## config.mk

```make
export PLATFORM = sky130hd
export DESIGN_NAME = jisd_decoder
export DESIGN_NICKNAME = d
export VERILOG_FILES = /design/src/jisd_pkg.sv /design/src/jisd_decoder.sv
export SDC_FILE = /design/constraint.sdc
export NUM_CORES = 1
export LEC_CHECK = 0
export BUFFER_PORTS_ARGS = -buffer_cell sky130_fd_sc_hd__buf_2
export CAP_MARGIN = 20
export CELL_PAD_IN_SITES_DETAIL_PLACEMENT = 1
export CELL_PAD_IN_SITES_GLOBAL_PLACEMENT = 1
export CORE_AREA = 2 2 147 149
export CTS_CLUSTER_DIAMETER = 40
export DETAILED_ROUTE_END_ITERATION = 16
export DIE_AREA = 0 0 149 151
export PLACE_DENSITY_LB_ADDON = 0.3
export SLEW_MARGIN = 20
export SYNTH_ARGS = -nofsm -noshare
export SYNTH_HDL_FRONTEND = slang
export SYNTH_SLANG_ARGS = --single-unit
```

## constraint.sdc

```tcl
create_clock -name clock -period 4.03 [get_ports clock]
set_input_delay 0 -clock clock [delete_from_list [all_inputs] [get_ports clock]]
set_output_delay 0 -clock clock [all_outputs]
set_load 0.1 [all_outputs]
```

## src/jisd_pkg.sv

```systemverilog
package jisd_pkg;
   // ==========================================
   // Instruction register
   localparam int         IR_W        = 5;
   localparam logic [4:0] OP_SAMPLE   = 5'h02;
   localparam logic [4:0] OP_EXTEST   = 5'h03;
   localparam logic [4:0] OP_INTEST   = 5'h04;
   localparam logic [4:0] OP_CLAMP    = 5'h06;
   localparam logic [4:0] OP_DEBUG    = 5'h10;
   localparam logic [4:0] OP_MEMSVC   = 5'h14;
   localparam logic [4:0] OP_BYPASS   = 5'h1f;
   localparam logic [4:0] IR_RESET    = OP_BYPASS;
   localparam logic [3:0] IR_CAP_PUB  = 4'h1;
   localparam logic [1:0] IR_CAP_PRIV = 2'h1;
   localparam int         IR_P_BIT    = 4;
   localparam int         IR_E_BIT    = 3;
   localparam int         IR_B_BIT    = 2;
   // ==========================================
   // Data register chains
   localparam int BS_LEN    = 8;
   localparam int SVC_W     = 34;
   localparam int ADDR_W    = 7;
   localparam int DATA_W    = 32;
   localparam int SVC_R_BIT = 0;
   localparam int SVC_A_LSB = 1;
   localparam int SVC_B_BIT = 0;
   localparam int SVC_E_BIT = 1;
   localparam int SVC_D_LSB = 2;
   localparam int SYNC_N    = 3;
   // ==========================================
   // Test access port controller
   typedef enum logic [15:0] {
      TLR   = 16'h0001, RTI   = 16'h0002, SELDR = 16'h0004, CAPDR = 16'h0008,
      SHDR  = 16'h0010, EX1DR = 16'h0020, PAUDR = 16'h0040, EX2DR = 16'h0080,
      UPDDR = 16'h0100, SELIR = 16'h0200, CAPIR = 16'h0400, SHIR  = 16'h0800,
      EX1IR = 16'h1000, PAUIR = 16'h2000, EX2IR = 16'h4000, UPDIR = 16'h8000
   } jisd_tap_t;
endpackage

```

## src/jisd_decoder.sv

```systemverilog
// Contract
// - Sample/preload captures pins, never updates outputs
// - Sample captures pins, shifts chain on TCK
// - Extest drives pins from latch from Update-DR
// - Extest captures pins, Update-DR drives pins
// - Intest feeds core from chain, drives pins
// - Intest captures core outputs, applies at updates
// - Clamp uses bypass, pins driven from chain
// - Bypass selects one-bit bypass register
// - Bypass register captures zero
// - Capture-IR loads p0001 or peb01
// - Debug opcode selects 34-bit service register
// - Direction bit one reads, zero writes
// - First scan is address, toggles when idle
// - Memory-service opcode selects 34-bit register
// - Update-DR between scans; read shows e,b,data; code puts b at bit 0, e at bit 1, data above
// - Instruction scan then idle then data scan
// - All patterns shift least significant first
// - Busy and error flags report bus state
// - Protected flag reports chip protection
`timescale 1ns/10ps
`default_nettype none
module jisd_decoder (
   input  wire logic                           clock,
   input  wire logic                           reset_n,
   input  wire logic                           tck,
   input  wire logic                           tms,
   input  wire logic                           tdi,
   output logic                                tdo,
   output logic                                tdoEn,
   input  wire logic                           chipProtected,
   input  wire logic [jisd_pkg::BS_LEN-1:0]    pinIn,
   output logic      [jisd_pkg::BS_LEN-1:0]    pinOut,
   output logic                                pinFromScan,
   input  wire logic [jisd_pkg::BS_LEN-1:0]    coreOut,
   output logic      [jisd_pkg::BS_LEN-1:0]    coreIn,
   output logic                                coreFromScan,
   output logic                                svcReq,
   output logic                                svcUnit,
   output logic                                svcRead,
   output logic      [jisd_pkg::ADDR_W-1:0]    svcAddr,
   output logic      [jisd_pkg::DATA_W-1:0]    svcWdata,
   input  wire logic                           svcAck,
   input  wire logic                           svcErr,
   input  wire logic [jisd_pkg::DATA_W-1:0]    svcRdata
);
   // ==========================================
   // Decode helpers
   function automatic logic isPriv(input logic [4:0] op);
      isPriv = (op == jisd_pkg::OP_DEBUG) || (op == jisd_pkg::OP_MEMSVC);
   endfunction

   function automatic logic isChain(input logic [4:0] op);
      isChain = (op == jisd_pkg::OP_SAMPLE) || (op == jisd_pkg::OP_EXTEST) || (op == jisd_pkg::OP_INTEST);
   endfunction

   function automatic jisd_pkg::jisd_tap_t tapNext(input jisd_pkg::jisd_tap_t s, input logic m);
      case (s)
         jisd_pkg::TLR:   tapNext = m ? jisd_pkg::TLR   : jisd_pkg::RTI;
         jisd_pkg::RTI:   tapNext = m ? jisd_pkg::SELDR : jisd_pkg::RTI;
         jisd_pkg::SELDR: tapNext = m ? jisd_pkg::SELIR : jisd_pkg::CAPDR;
         jisd_pkg::CAPDR: tapNext = m ? jisd_pkg::EX1DR : jisd_pkg::SHDR;
         jisd_pkg::SHDR:  tapNext = m ? jisd_pkg::EX1DR : jisd_pkg::SHDR;
         jisd_pkg::EX1DR: tapNext = m ? jisd_pkg::UPDDR : jisd_pkg::PAUDR;
         jisd_pkg::PAUDR: tapNext = m ? jisd_pkg::EX2DR : jisd_pkg::PAUDR;
         jisd_pkg::EX2DR: tapNext = m ? jisd_pkg::UPDDR : jisd_pkg::SHDR;
         jisd_pkg::UPDDR: tapNext = m ? jisd_pkg::SELDR : jisd_pkg::RTI;
         jisd_pkg::SELIR: tapNext = m ? jisd_pkg::TLR   : jisd_pkg::CAPIR;
         jisd_pkg::CAPIR: tapNext = m ? jisd_pkg::EX1IR : jisd_pkg::SHIR;
         jisd_pkg::SHIR:  tapNext = m ? jisd_pkg::EX1IR : jisd_pkg::SHIR;
         jisd_pkg::EX1IR: tapNext = m ? jisd_pkg::UPDIR : jisd_pkg::PAUIR;
         jisd_pkg::PAUIR: tapNext = m ? jisd_pkg::EX2IR : jisd_pkg::PAUIR;
         jisd_pkg::EX2IR: tapNext = m ? jisd_pkg::UPDIR : jisd_pkg::SHIR;
         jisd_pkg::UPDIR: tapNext = m ? jisd_pkg::SELDR : jisd_pkg::RTI;
         default:         tapNext = jisd_pkg::TLR;
      endcase
   endfunction

   // ==========================================
   // Pin synchronisers and TCK edge finder
   logic [2:0] s1_q, s2_q, s3_q;
   logic       tckF_q;
   always_ff @(posedge clock) begin
      if (!reset_n) begin
         s1_q   <= 3'h0;
         s2_q   <= 3'h0;
         s3_q   <= 3'h0;
         tckF_q <= 1'b0;
      end else begin
         s1_q <= {tck, tms, tdi};
         s2_q <= s1_q;
         s3_q <= s2_q;
         if (s2_q[2] == s3_q[2]) begin
            tckF_q <= s3_q[2];
         end
      end
   end
   wire agree = (s2_q[2] == s3_q[2]);
   wire rise  = agree && s3_q[2] && !tckF_q;
   wire fall  = agree && !s3_q[2] && tckF_q;
   wire tmsS  = s3_q[1];
   wire tdiS  = s3_q[0];

   // ==========================================
   // Controller state and decoded actions
   jisd_pkg::jisd_tap_t st_q;
   always_ff @(posedge clock) begin
      if (!reset_n) begin
         st_q <= jisd_pkg::TLR;
      end else if (rise) begin
         st_q <= tapNext(st_q, tmsS);
      end
   end

   logic [4:0] ir_q, irSh_q;
   wire priv     = isPriv(ir_q);
   wire chainSel = isChain(ir_q);
   wire bypSel   = !priv && !chainSel;
   wire capIr    = rise && (st_q == jisd_pkg::CAPIR);
   wire shIr     = rise && (st_q == jisd_pkg::SHIR);
   wire updIr    = rise && (st_q == jisd_pkg::UPDIR);
   wire capDr    = rise && (st_q == jisd_pkg::CAPDR);
   wire shDr     = rise && (st_q == jisd_pkg::SHDR);
   wire updDr    = rise && (st_q == jisd_pkg::UPDDR);
   wire tlr      = rise && (st_q == jisd_pkg::TLR);

   // ==========================================
   // Service bus bookkeeping
   logic                          pending_q, err_q, dataPhase_q, busyCap_q, dirRead_q, byp_q;
   logic [jisd_pkg::DATA_W-1:0]   rdata_q;
   logic [jisd_pkg::SVC_W-1:0]    svc_q;
   logic [jisd_pkg::BS_LEN-1:0]   bsc_q, bsUpd_q;
   localparam int                 SH_CNT_W = $clog2(jisd_pkg::SVC_W + 1);
   logic [SH_CNT_W-1:0]           shCnt_q;
   // Short address scans leave their bits at the top of the chain
   wire  [jisd_pkg::SVC_W-1:0]    svcAdr   = svc_q >> (jisd_pkg::SVC_W - 32'(shCnt_q));
   wire  advance  = updDr && priv && !busyCap_q;
   wire  issueRd  = advance && !dataPhase_q && svcAdr[jisd_pkg::SVC_R_BIT];
   wire  issueWr  = advance && dataPhase_q && !dirRead_q;
   wire  [4:0] irCap = isPriv(ir_q) ? {chipProtected, err_q, pending_q, jisd_pkg::IR_CAP_PRIV}
                                    : {chipProtected, jisd_pkg::IR_CAP_PUB};

   always_ff @(posedge clock) begin
      if (!reset_n) begin
         ir_q   <= jisd_pkg::IR_RESET;
         irSh_q <= jisd_pkg::IR_RESET;
      end else if (tlr) begin
         ir_q <= jisd_pkg::IR_RESET;
      end else if (capIr) begin
         irSh_q <= irCap;
      end else if (shIr) begin
         irSh_q <= {tdiS, irSh_q[4:1]};
      end else if (updIr) begin
         ir_q <= irSh_q;
      end
   end

   always_ff @(posedge clock) begin
      if (!reset_n) begin
         dataPhase_q <= 1'b0;
         dirRead_q   <= 1'b0;
         busyCap_q   <= 1'b0;
      end else if (updIr) begin
         dataPhase_q <= 1'b0;
      end else if (capDr && priv) begin
         busyCap_q <= pending_q;
      end else if (advance) begin
         dataPhase_q <= !dataPhase_q;
         if (!dataPhase_q) begin
            dirRead_q <= svcAdr[jisd_pkg::SVC_R_BIT];
         end
      end
   end

   // Set wins over clear so a late error is never lost
   always_ff @(posedge clock) begin
      if (!reset_n) begin
         pending_q <= 1'b0;
         err_q     <= 1'b0;
         rdata_q   <= '0;
      end else begin
         pending_q <= (issueRd || issueWr) || (pending_q && !svcAck);
         if (svcAck && svcErr) begin
            err_q <= 1'b1;
         end else if (capDr && priv) begin
            err_q <= 1'b0;
         end
         if (svcAck && dirRead_q) begin
            rdata_q <= svcRdata;
         end
      end
   end

   always_ff @(posedge clock) begin
      if (!reset_n) begin
         svcReq   <= 1'b0;
         svcUnit  <= 1'b0;
         svcRead  <= 1'b0;
         svcAddr  <= '0;
         svcWdata <= '0;
      end else begin
         svcReq <= issueRd || issueWr;
         if (advance && !dataPhase_q) begin
            svcUnit <= (ir_q == jisd_pkg::OP_MEMSVC);
            svcRead <= svcAdr[jisd_pkg::SVC_R_BIT];
            svcAddr <= svcAdr[jisd_pkg::SVC_A_LSB +: jisd_pkg::ADDR_W];
         end
         if (issueWr) begin
            svcWdata <= svc_q[jisd_pkg::SVC_D_LSB +: jisd_pkg::DATA_W];
         end
      end
   end

   // ==========================================
   // Data register chains
   always_ff @(posedge clock) begin
      if (!reset_n) begin
         svc_q   <= '0;
         byp_q   <= 1'b0;
         shCnt_q <= '0;
      end else if (capDr) begin
         svc_q   <= {rdata_q, err_q, pending_q};
         byp_q   <= 1'b0;
         shCnt_q <= '0;
      end else if (shDr) begin
         svc_q <= {tdiS, svc_q[jisd_pkg::SVC_W-1:1]};
         byp_q <= tdiS;
         if (shCnt_q != SH_CNT_W'(jisd_pkg::SVC_W)) begin
            shCnt_q <= shCnt_q + 1'b1;
         end
      end
   end

   always_ff @(posedge clock) begin
      if (!reset_n) begin
         bsc_q   <= '0;
         bsUpd_q <= '0;
      end else if (capDr && chainSel) begin
         bsc_q <= (ir_q == jisd_pkg::OP_INTEST) ? coreOut : pinIn;
      end else if (shDr && chainSel) begin
         bsc_q <= {tdiS, bsc_q[jisd_pkg::BS_LEN-1:1]};
      end else if (updDr && chainSel && (ir_q != jisd_pkg::OP_SAMPLE)) begin
         bsUpd_q <= bsc_q;
      end
   end

   // Latch drives pins and core, so one register feeds both at Update-DR
   logic pinScan_q, coreScan_q;
   always_ff @(posedge clock) begin
      if (!reset_n) begin
         pinScan_q  <= 1'b0;
         coreScan_q <= 1'b0;
      end else begin
         pinScan_q  <= (ir_q == jisd_pkg::OP_EXTEST) || (ir_q == jisd_pkg::OP_INTEST)
                       || (ir_q == jisd_pkg::OP_CLAMP);
         coreScan_q <= (ir_q == jisd_pkg::OP_INTEST);
      end
   end
   assign pinOut       = bsUpd_q;
   assign coreIn       = bsUpd_q;
   assign pinFromScan  = pinScan_q;
   assign coreFromScan = coreScan_q;

   // ==========================================
   // Test data out on falling TCK
   logic tdo_q, tdoEn_q;
   wire  drBit = priv ? svc_q[0] : (chainSel ? bsc_q[0] : byp_q);
   always_ff @(posedge clock) begin
      if (!reset_n) begin
         tdo_q   <= 1'b0;
         tdoEn_q <= 1'b0;
      end else if (fall) begin
         tdoEn_q <= (st_q == jisd_pkg::SHIR) || (st_q == jisd_pkg::SHDR);
         tdo_q   <= (st_q == jisd_pkg::SHIR) ? irSh_q[0] : drBit;
      end
   end
   assign tdo   = tdo_q;
   assign tdoEn = tdoEn_q;
endmodule
`default_nettype wire

```

=== After elaboration in Yosys (flattened, before gate mapping) ===
Cells that the tools add are included.

* Flip-flop bits (word level): 176
* Output and inout bits: 62
* Logic and storage cells: 146
* Bits of input ports: 56

* Shifts and indexed selects: 1
* Eq/ne operators: 25
* Bitwise gates (word level): 9
* Add/subtract/negate cells: 2
* Muxes and demuxes: 26
* Reduce and logical (&&, ||, !) cells: 56

{| class="wikitable"
|+ Operators with widths
! cell !! count
|-
| 16-bit one-hot mux with 12 select lines || 1
|-
| 34-bit 2-to-1 mux || 2
|-
| 34-bit by 32-bit right shift with 8-bit output || 1
|-
| 16-bit 2-to-1 mux || 2
|-
| 8-bit 2-to-1 mux || 4
|-
| 1-bit logical AND || 25
|-
| 9-bit 2-to-1 mux || 2
|-
| 16-bit by 1-bit equality test with 1-bit output, second input constant || 1
|-
| 16-bit by 10-bit equality test with 1-bit output, second input constant || 1
|-
| 16-bit by 11-bit equality test with 1-bit output, second input constant || 1
|-
| 16-bit by 12-bit equality test with 1-bit output, second input constant || 1
|-
| 16-bit by 13-bit equality test with 1-bit output, second input constant || 1
|-
| 16-bit by 14-bit equality test with 1-bit output, second input constant || 1
|-
| 16-bit by 15-bit equality test with 1-bit output, second input constant || 1
|-
| 16-bit equality test, second input constant || 1
|-
| 16-bit by 2-bit equality test with 1-bit output, second input constant || 1
|-
| 16-bit by 3-bit equality test with 1-bit output, second input constant || 1
|-
| 16-bit by 4-bit equality test with 1-bit output, second input constant || 1
|-
| 16-bit by 5-bit equality test with 1-bit output, second input constant || 1
|-
| 16-bit by 6-bit equality test with 1-bit output, second input constant || 1
|-
| 16-bit by 7-bit equality test with 1-bit output, second input constant || 1
|-
| 16-bit by 8-bit equality test with 1-bit output, second input constant || 1
|-
| 16-bit by 9-bit equality test with 1-bit output, second input constant || 1
|-
| 15-bit 2-to-1 mux || 1
|-
| 26 further kinds || 65
|}

=== Logic depth before layout (Yosys ltp) ===
* Depth after elaboration: 10
* Depth in mapped cells: 14
* Gate-level depth less buffers: 8

=== Worst setup path before layout ===
OpenSTA, ideal clock, no wires.

* Path type: flip-flop to flip-flop
* Start: register shCnt_q[0]
* End: register svcAddr[5] in the netlist's numbering
* Library setup time: 118 ps
* Arrival: 2,910 ps
* Required time: 3,912 ps
* Slack: 1,003 ps
* Clock period less this slack: 3,027 ps
* Path buffers: 6
* Cell stages (with the launch flop): 14
* Path through: dfxtp_1 > buf_4 > buf_4 > inv_1 > buf_2 > ha_1 > buf_2 > buf_2 > buf_2 > mux4_2 > nand3_1 > o21ai_0 > mux2_2 > a22o_1

* Longest elaborated chain between the ends: 2

{| class="wikitable"
|+ RTL lines
! element !! RTL line !! source
|-
| from (decl) || jisd_decoder.sv:134 || <nowiki>logic [SH_CNT_W-1:0] shCnt_q;</nowiki>
|-
| from (signal assigned) || jisd_decoder.sv:229 || <nowiki>shCnt_q <= shCnt_q + 1'b1;</nowiki>
|-
| 6-bit by 6-bit subtractor with 7-bit output || jisd_decoder.sv:136 || <nowiki>wire [jisd_pkg::SVC_W-1:0] svcAdr = svc_q >> (jisd_pkg::SVC_W - 32'(shCnt_q));</nowiki>
|-
| 34-bit by 32-bit right shift with 8-bit output || jisd_decoder.sv:136 ||
|-
| to (signal assigned) || jisd_decoder.sv:206 || <nowiki>svcAddr <= svcAdr[jisd_pkg::SVC_A_LSB +: jisd_pkg::ADDR_W];</nowiki>
|-
| to (decl) || jisd_decoder.sv:41 || <nowiki>output logic [jisd_pkg::ADDR_W-1:0] svcAddr,</nowiki>
|}

No other way between the ends.
A chain may end at the register's enable or synchronous reset.

=== Worst setup path after layout ===
* Start: register s3_q[2]
* End: register err_q

* Longest elaborated chain between the ends: 6

{| class="wikitable"
|+ RTL lines
! element !! RTL line !! source
|-
| from (decl) || jisd_decoder.sv:81 || <nowiki>logic [2:0] s1_q, s2_q, s3_q;</nowiki>
|-
| from (signal assigned) || jisd_decoder.sv:92 || <nowiki>s3_q <= s2_q;</nowiki>
|-
| 1-bit equality test || jisd_decoder.sv:98 || <nowiki>wire agree = (s2_q[2] == s3_q[2]);</nowiki>
|-
| 1-bit logical AND (*) (2 in series) || jisd_decoder.sv:99 || <nowiki>wire rise = agree && s3_q[2] && !tckF_q;</nowiki>
|-
| 1-bit logical AND (*) || jisd_decoder.sv:122 || <nowiki>wire capDr = rise && (st_q == jisd_pkg::CAPDR);</nowiki>
|-
| 1-bit logical AND (*) || jisd_decoder.sv:185 || <nowiki>end else if (capDr && priv) begin</nowiki>
|-
| 2-bit nonzero test (no source line) (*) || -- ||
|-
| to (signal assigned) || jisd_decoder.sv:179 || <nowiki>err_q <= 1'b0;</nowiki>
|-
| to (signal assigned) || jisd_decoder.sv:184 || <nowiki>err_q <= 1'b1;</nowiki>
|-
| to (signal assigned) || jisd_decoder.sv:186 || <nowiki>err_q <= 1'b0;</nowiki>
|-
| to (decl) || jisd_decoder.sv:129 || <nowiki>logic pending_q, err_q, dataPhase_q, busyCap_q, dirRead_q, byp_q;</nowiki>
|}

Every way passes the cells marked *; elsewhere a longest branch is shown, timed or not.

==> metrics.txt <==
critical path's top delay family=simple AND/OR/NAND/NOR gates; grt met2 use=0.396; crit path DAT=3.47 ns; GRT Max-Usage Layer=met2; Slew headroom=0.415; Min-Delay Path Class=input port to flip-flop; final setup margin=between 0.8 and 0.9 ns; synth top area cells=dfxtp_1 39%, nand2_1 9.3%, mux4_2 7.2%, a21oi_1 5.9%, mux2i_1 4.4%; status=finished clean; synthesis warning total=0; core box area=between 0.02 and 0.025 mm²; commonest non-fill, non-tap cell in the layout=nand2_1; Avg Cell Area, Syn=8.70 µm²; gr usage total=0.246; hpwl dp=18,200 µm; Synth top area share=0.388; Longest Clk Path Bufs=2; crit-path max cell delay=approximately 0.67 ns; largest net degree at the start of global routing=77; final WL=around 27,000 µm; crit-path cells=ha_1 -> nor2b_1 -> nand3_2 -> nor3_4 -> nand2_1 -> a22oi_1 -> dlygate4sd3_1 -> nor2_1; final-report hold violation count=0; fin crit share=0.790; first-pass iteration count of the detailed router=4; syn nets=between 1,000 and 1,500; WP data required=4.32 ns; register area=0.00352 mm²; post-route cell area=0.0107 mm²; CTS tree=built; Starting Density=0.436; share of layout cells above drive strength 1=0.250; GRT overflow=0; root buffer cell=clkbuf_16; P per Cell Area=324 mW/mm²; clk slew on worst S/H paths=0.07 ns; GPL Wtd Cong=0.886; kind of critical path=flip-flop to flip-flop; Max IR drop VDD=0.211 mV; Post-layout nets=1,213; via count=just over 8,000; post-place instance area=0.00971 mm²; routed vias/inst=between 5 and 6; final setup TNS=0 ns; met3 Use GR=0.0428; TritonCTS Sinks=between 150 and 200; CTS-repair resized insts=0; full die area=0.0225 mm²; vias in the first global route=8,283; clk_lat worst skew=0.44 ns; H-tree depth=4; DRC=0; skew final=0.0146 ns; Die Y=151 µm; Layout fillers=2,463; Slew @ Worst Pin=0.877 ns; synthesized cell area=0.00908 mm²; max-cap violations=0; Final Max Tran Viols=0; fraction of registers with async set/reset=0; Post-synth EDFFs=0; post-route ant nets=0; RSZ-0062 raised after global routing=no; diode count=0; Post-CTS Setup Inserts=0; wire length per cell=18.8 µm; post-route minimum period=roughly 3.2 ns; CP startpoint kind=flip-flop; pre-CTS WS=1.02 ns; sequential share of the synthesized area=0.388; initial antenna violation count=0; FF+latch count, synth=roughly 180; # IOs=118; # setup viols final=0; initial DRC count=542; Buf/Inv on CP=1; highest clock rate=314 MHz; combined area of the multi-input logic cells=between 0.005 and 0.006 mm²; Critical Path Sink Type=flip-flop; cell taking the most area after synthesis=dfxtp_1; I/O Buffers=117; critical path fanouts, max=12; Primary FF master, synth=dfxtp_1; CTS Buf Count=17; Synth Instances=1,044; slowest CP cell=nor2b_1; Cell Rows=53; synthesis-to-finish area growth=18.1%; Die X=149 µm; Leakage=between 4 and 5 nW; unique cell type count in the Yosys netlist=74; most frequent cells in the layout=223 x nand2_1, 175 x dfxtp_1, 117 x buf_2, 107 x a21oi_1, 49 x nor2_1; first-pass GRT wire length=between 40,000 and 50,000 µm; met1 usage=0.344
==> layout make-up <==
type / instances / area share
Multi-Input combinational cell: 774 / 0.475
Sequential cell: 176 / 0.329
Timing Repair Buffer: 177 / 0.108
Clock buffer: 21 / 0.0448
Tap cell: 275 / 0.0321
Clock inverter: 11 / 0.00910
Inverter: 7 / 0.00268
==> where the power goes <==
part	switching [mW]	leakage [nW]	internal, mW	total (mW)
Sequential	0.00351	1.42	1.74	1.75
Combinational	0.0568	2.38	0.0554	0.112
Clock	0.751	0.276	0.870	1.62
==> per-stage QoR <==
stage	hold slack [ns]	cells	power [mW]	utilization
after floorplan	0.127	1044	1.83	-
after global placement	0.210	1364	1.86	0.465
after detailed placement	0.216	1365	1.87	0.466
after CTS	0.00587	1441	3.50	0.515
after global routing	0.0371	1441	3.58	0.515
final	0.00323	1441	3.48	0.515
==> metal layers <==
metal	part of all wire	wire length [µm]
met1	0.47	12700
met2	0.47	12800
met3	0.046	1250
met4	0.0099	268
met5	0	0
==> repair_timing <==
item	in CTS	in global routing
endpoints found under the setup margin	0	0
hold buffers	44	0
endpoints found under the hold margin	43	0
==> worst register-to-register path, cell delays in order (launching register included) <==
cell and delay [ns]:
dfxtp_1 0.35, ha_1 0.17, nor2b_1 0.67, nand3_2 0.27, nor3_4 0.58, nand2_1 0.18
a22oi_1 0.17, dlygate4sd3_1 0.58, nor2_1 0.05
==> state kept, by name (all words and copies together) (netlist names), 3 cells and up <==
| register | flops |
|---|---|
| svc_q | 34 |
| st_q | 16 |
| bsc_q | 8 |
| ir_q | 5 |
| rdata_q | 32 |
| svcAddr | 7 |
| svcWdata | 32 |
| s2_q | 3 |
| s3_q | 3 |
| s1_q | 3 |
| irSh_q | 5 |
| coreIn | 8 |
| shCnt_q | 6 |
==> cells by family after synthesis <==
logic type,after synthesis,synth area share
AOI/OAI and AO/OA,235,0.167
xor gates and xnor gates,20,0.0209
adders and majority gates,4,0.00551
buffers and inverters,94,0.0540
DFF,176,0.388
muxes,80,0.130
and+or+nand+nor,435,0.236
==> worst paths after layout <==
| kind | startpoint | endpoint | slack [ns] | depth (start not counted) |
|---|---|---|---|---|
| setup / recovery | s3_q[2]$_SDFF_PN0_ | err_q$_SDFFE_PN0P_ | 0.85 | 8 |
| hold / removal | pinIn[5] | bsc_q[5]$_SDFFE_PN0N_ | 0.003 | 5 |
| setup reg to reg | s3_q[2]$_SDFF_PN0_ | err_q$_SDFFE_PN0P_ | 0.85 | 8 |
| hold reg to reg | s1_q[2]$_SDFF_PN0_ | s2_q[2]$_SDFF_PN0_ | 0.45 | 1 |
==> cell usage after synthesis (3+ instances only) <==
library cell / count
a21oi_1: 107
a21oi_2: 27
a22o_1: 6
a22oi_1: 35
a31oi_1: 4
and2_1: 14
and3_1: 7
and4_1: 3
buf_1: 4
buf_2: 23
buf_4: 11
buf_6: 6
clkbuf_1: 41
dfxtp_1: 176
ha_1: 4
inv_1: 6
mux2_2: 11
mux2i_1: 40
mux4_2: 29
nand2_1: 224
nand2_2: 30
nand2b_1: 3
nand3_1: 39
nand4_1: 11
nand4b_1: 4
nor2_1: 49
nor2b_1: 5
nor3_1: 11
nor3_2: 3
nor3b_1: 3
nor4_1: 5
nor4_4: 4
o211ai_1: 11
o21ai_0: 17
o21ai_1: 5
o22ai_1: 3
xnor2_1: 6
xor2_1: 12
Note: power is estimated with default switching activity, not from simulation.
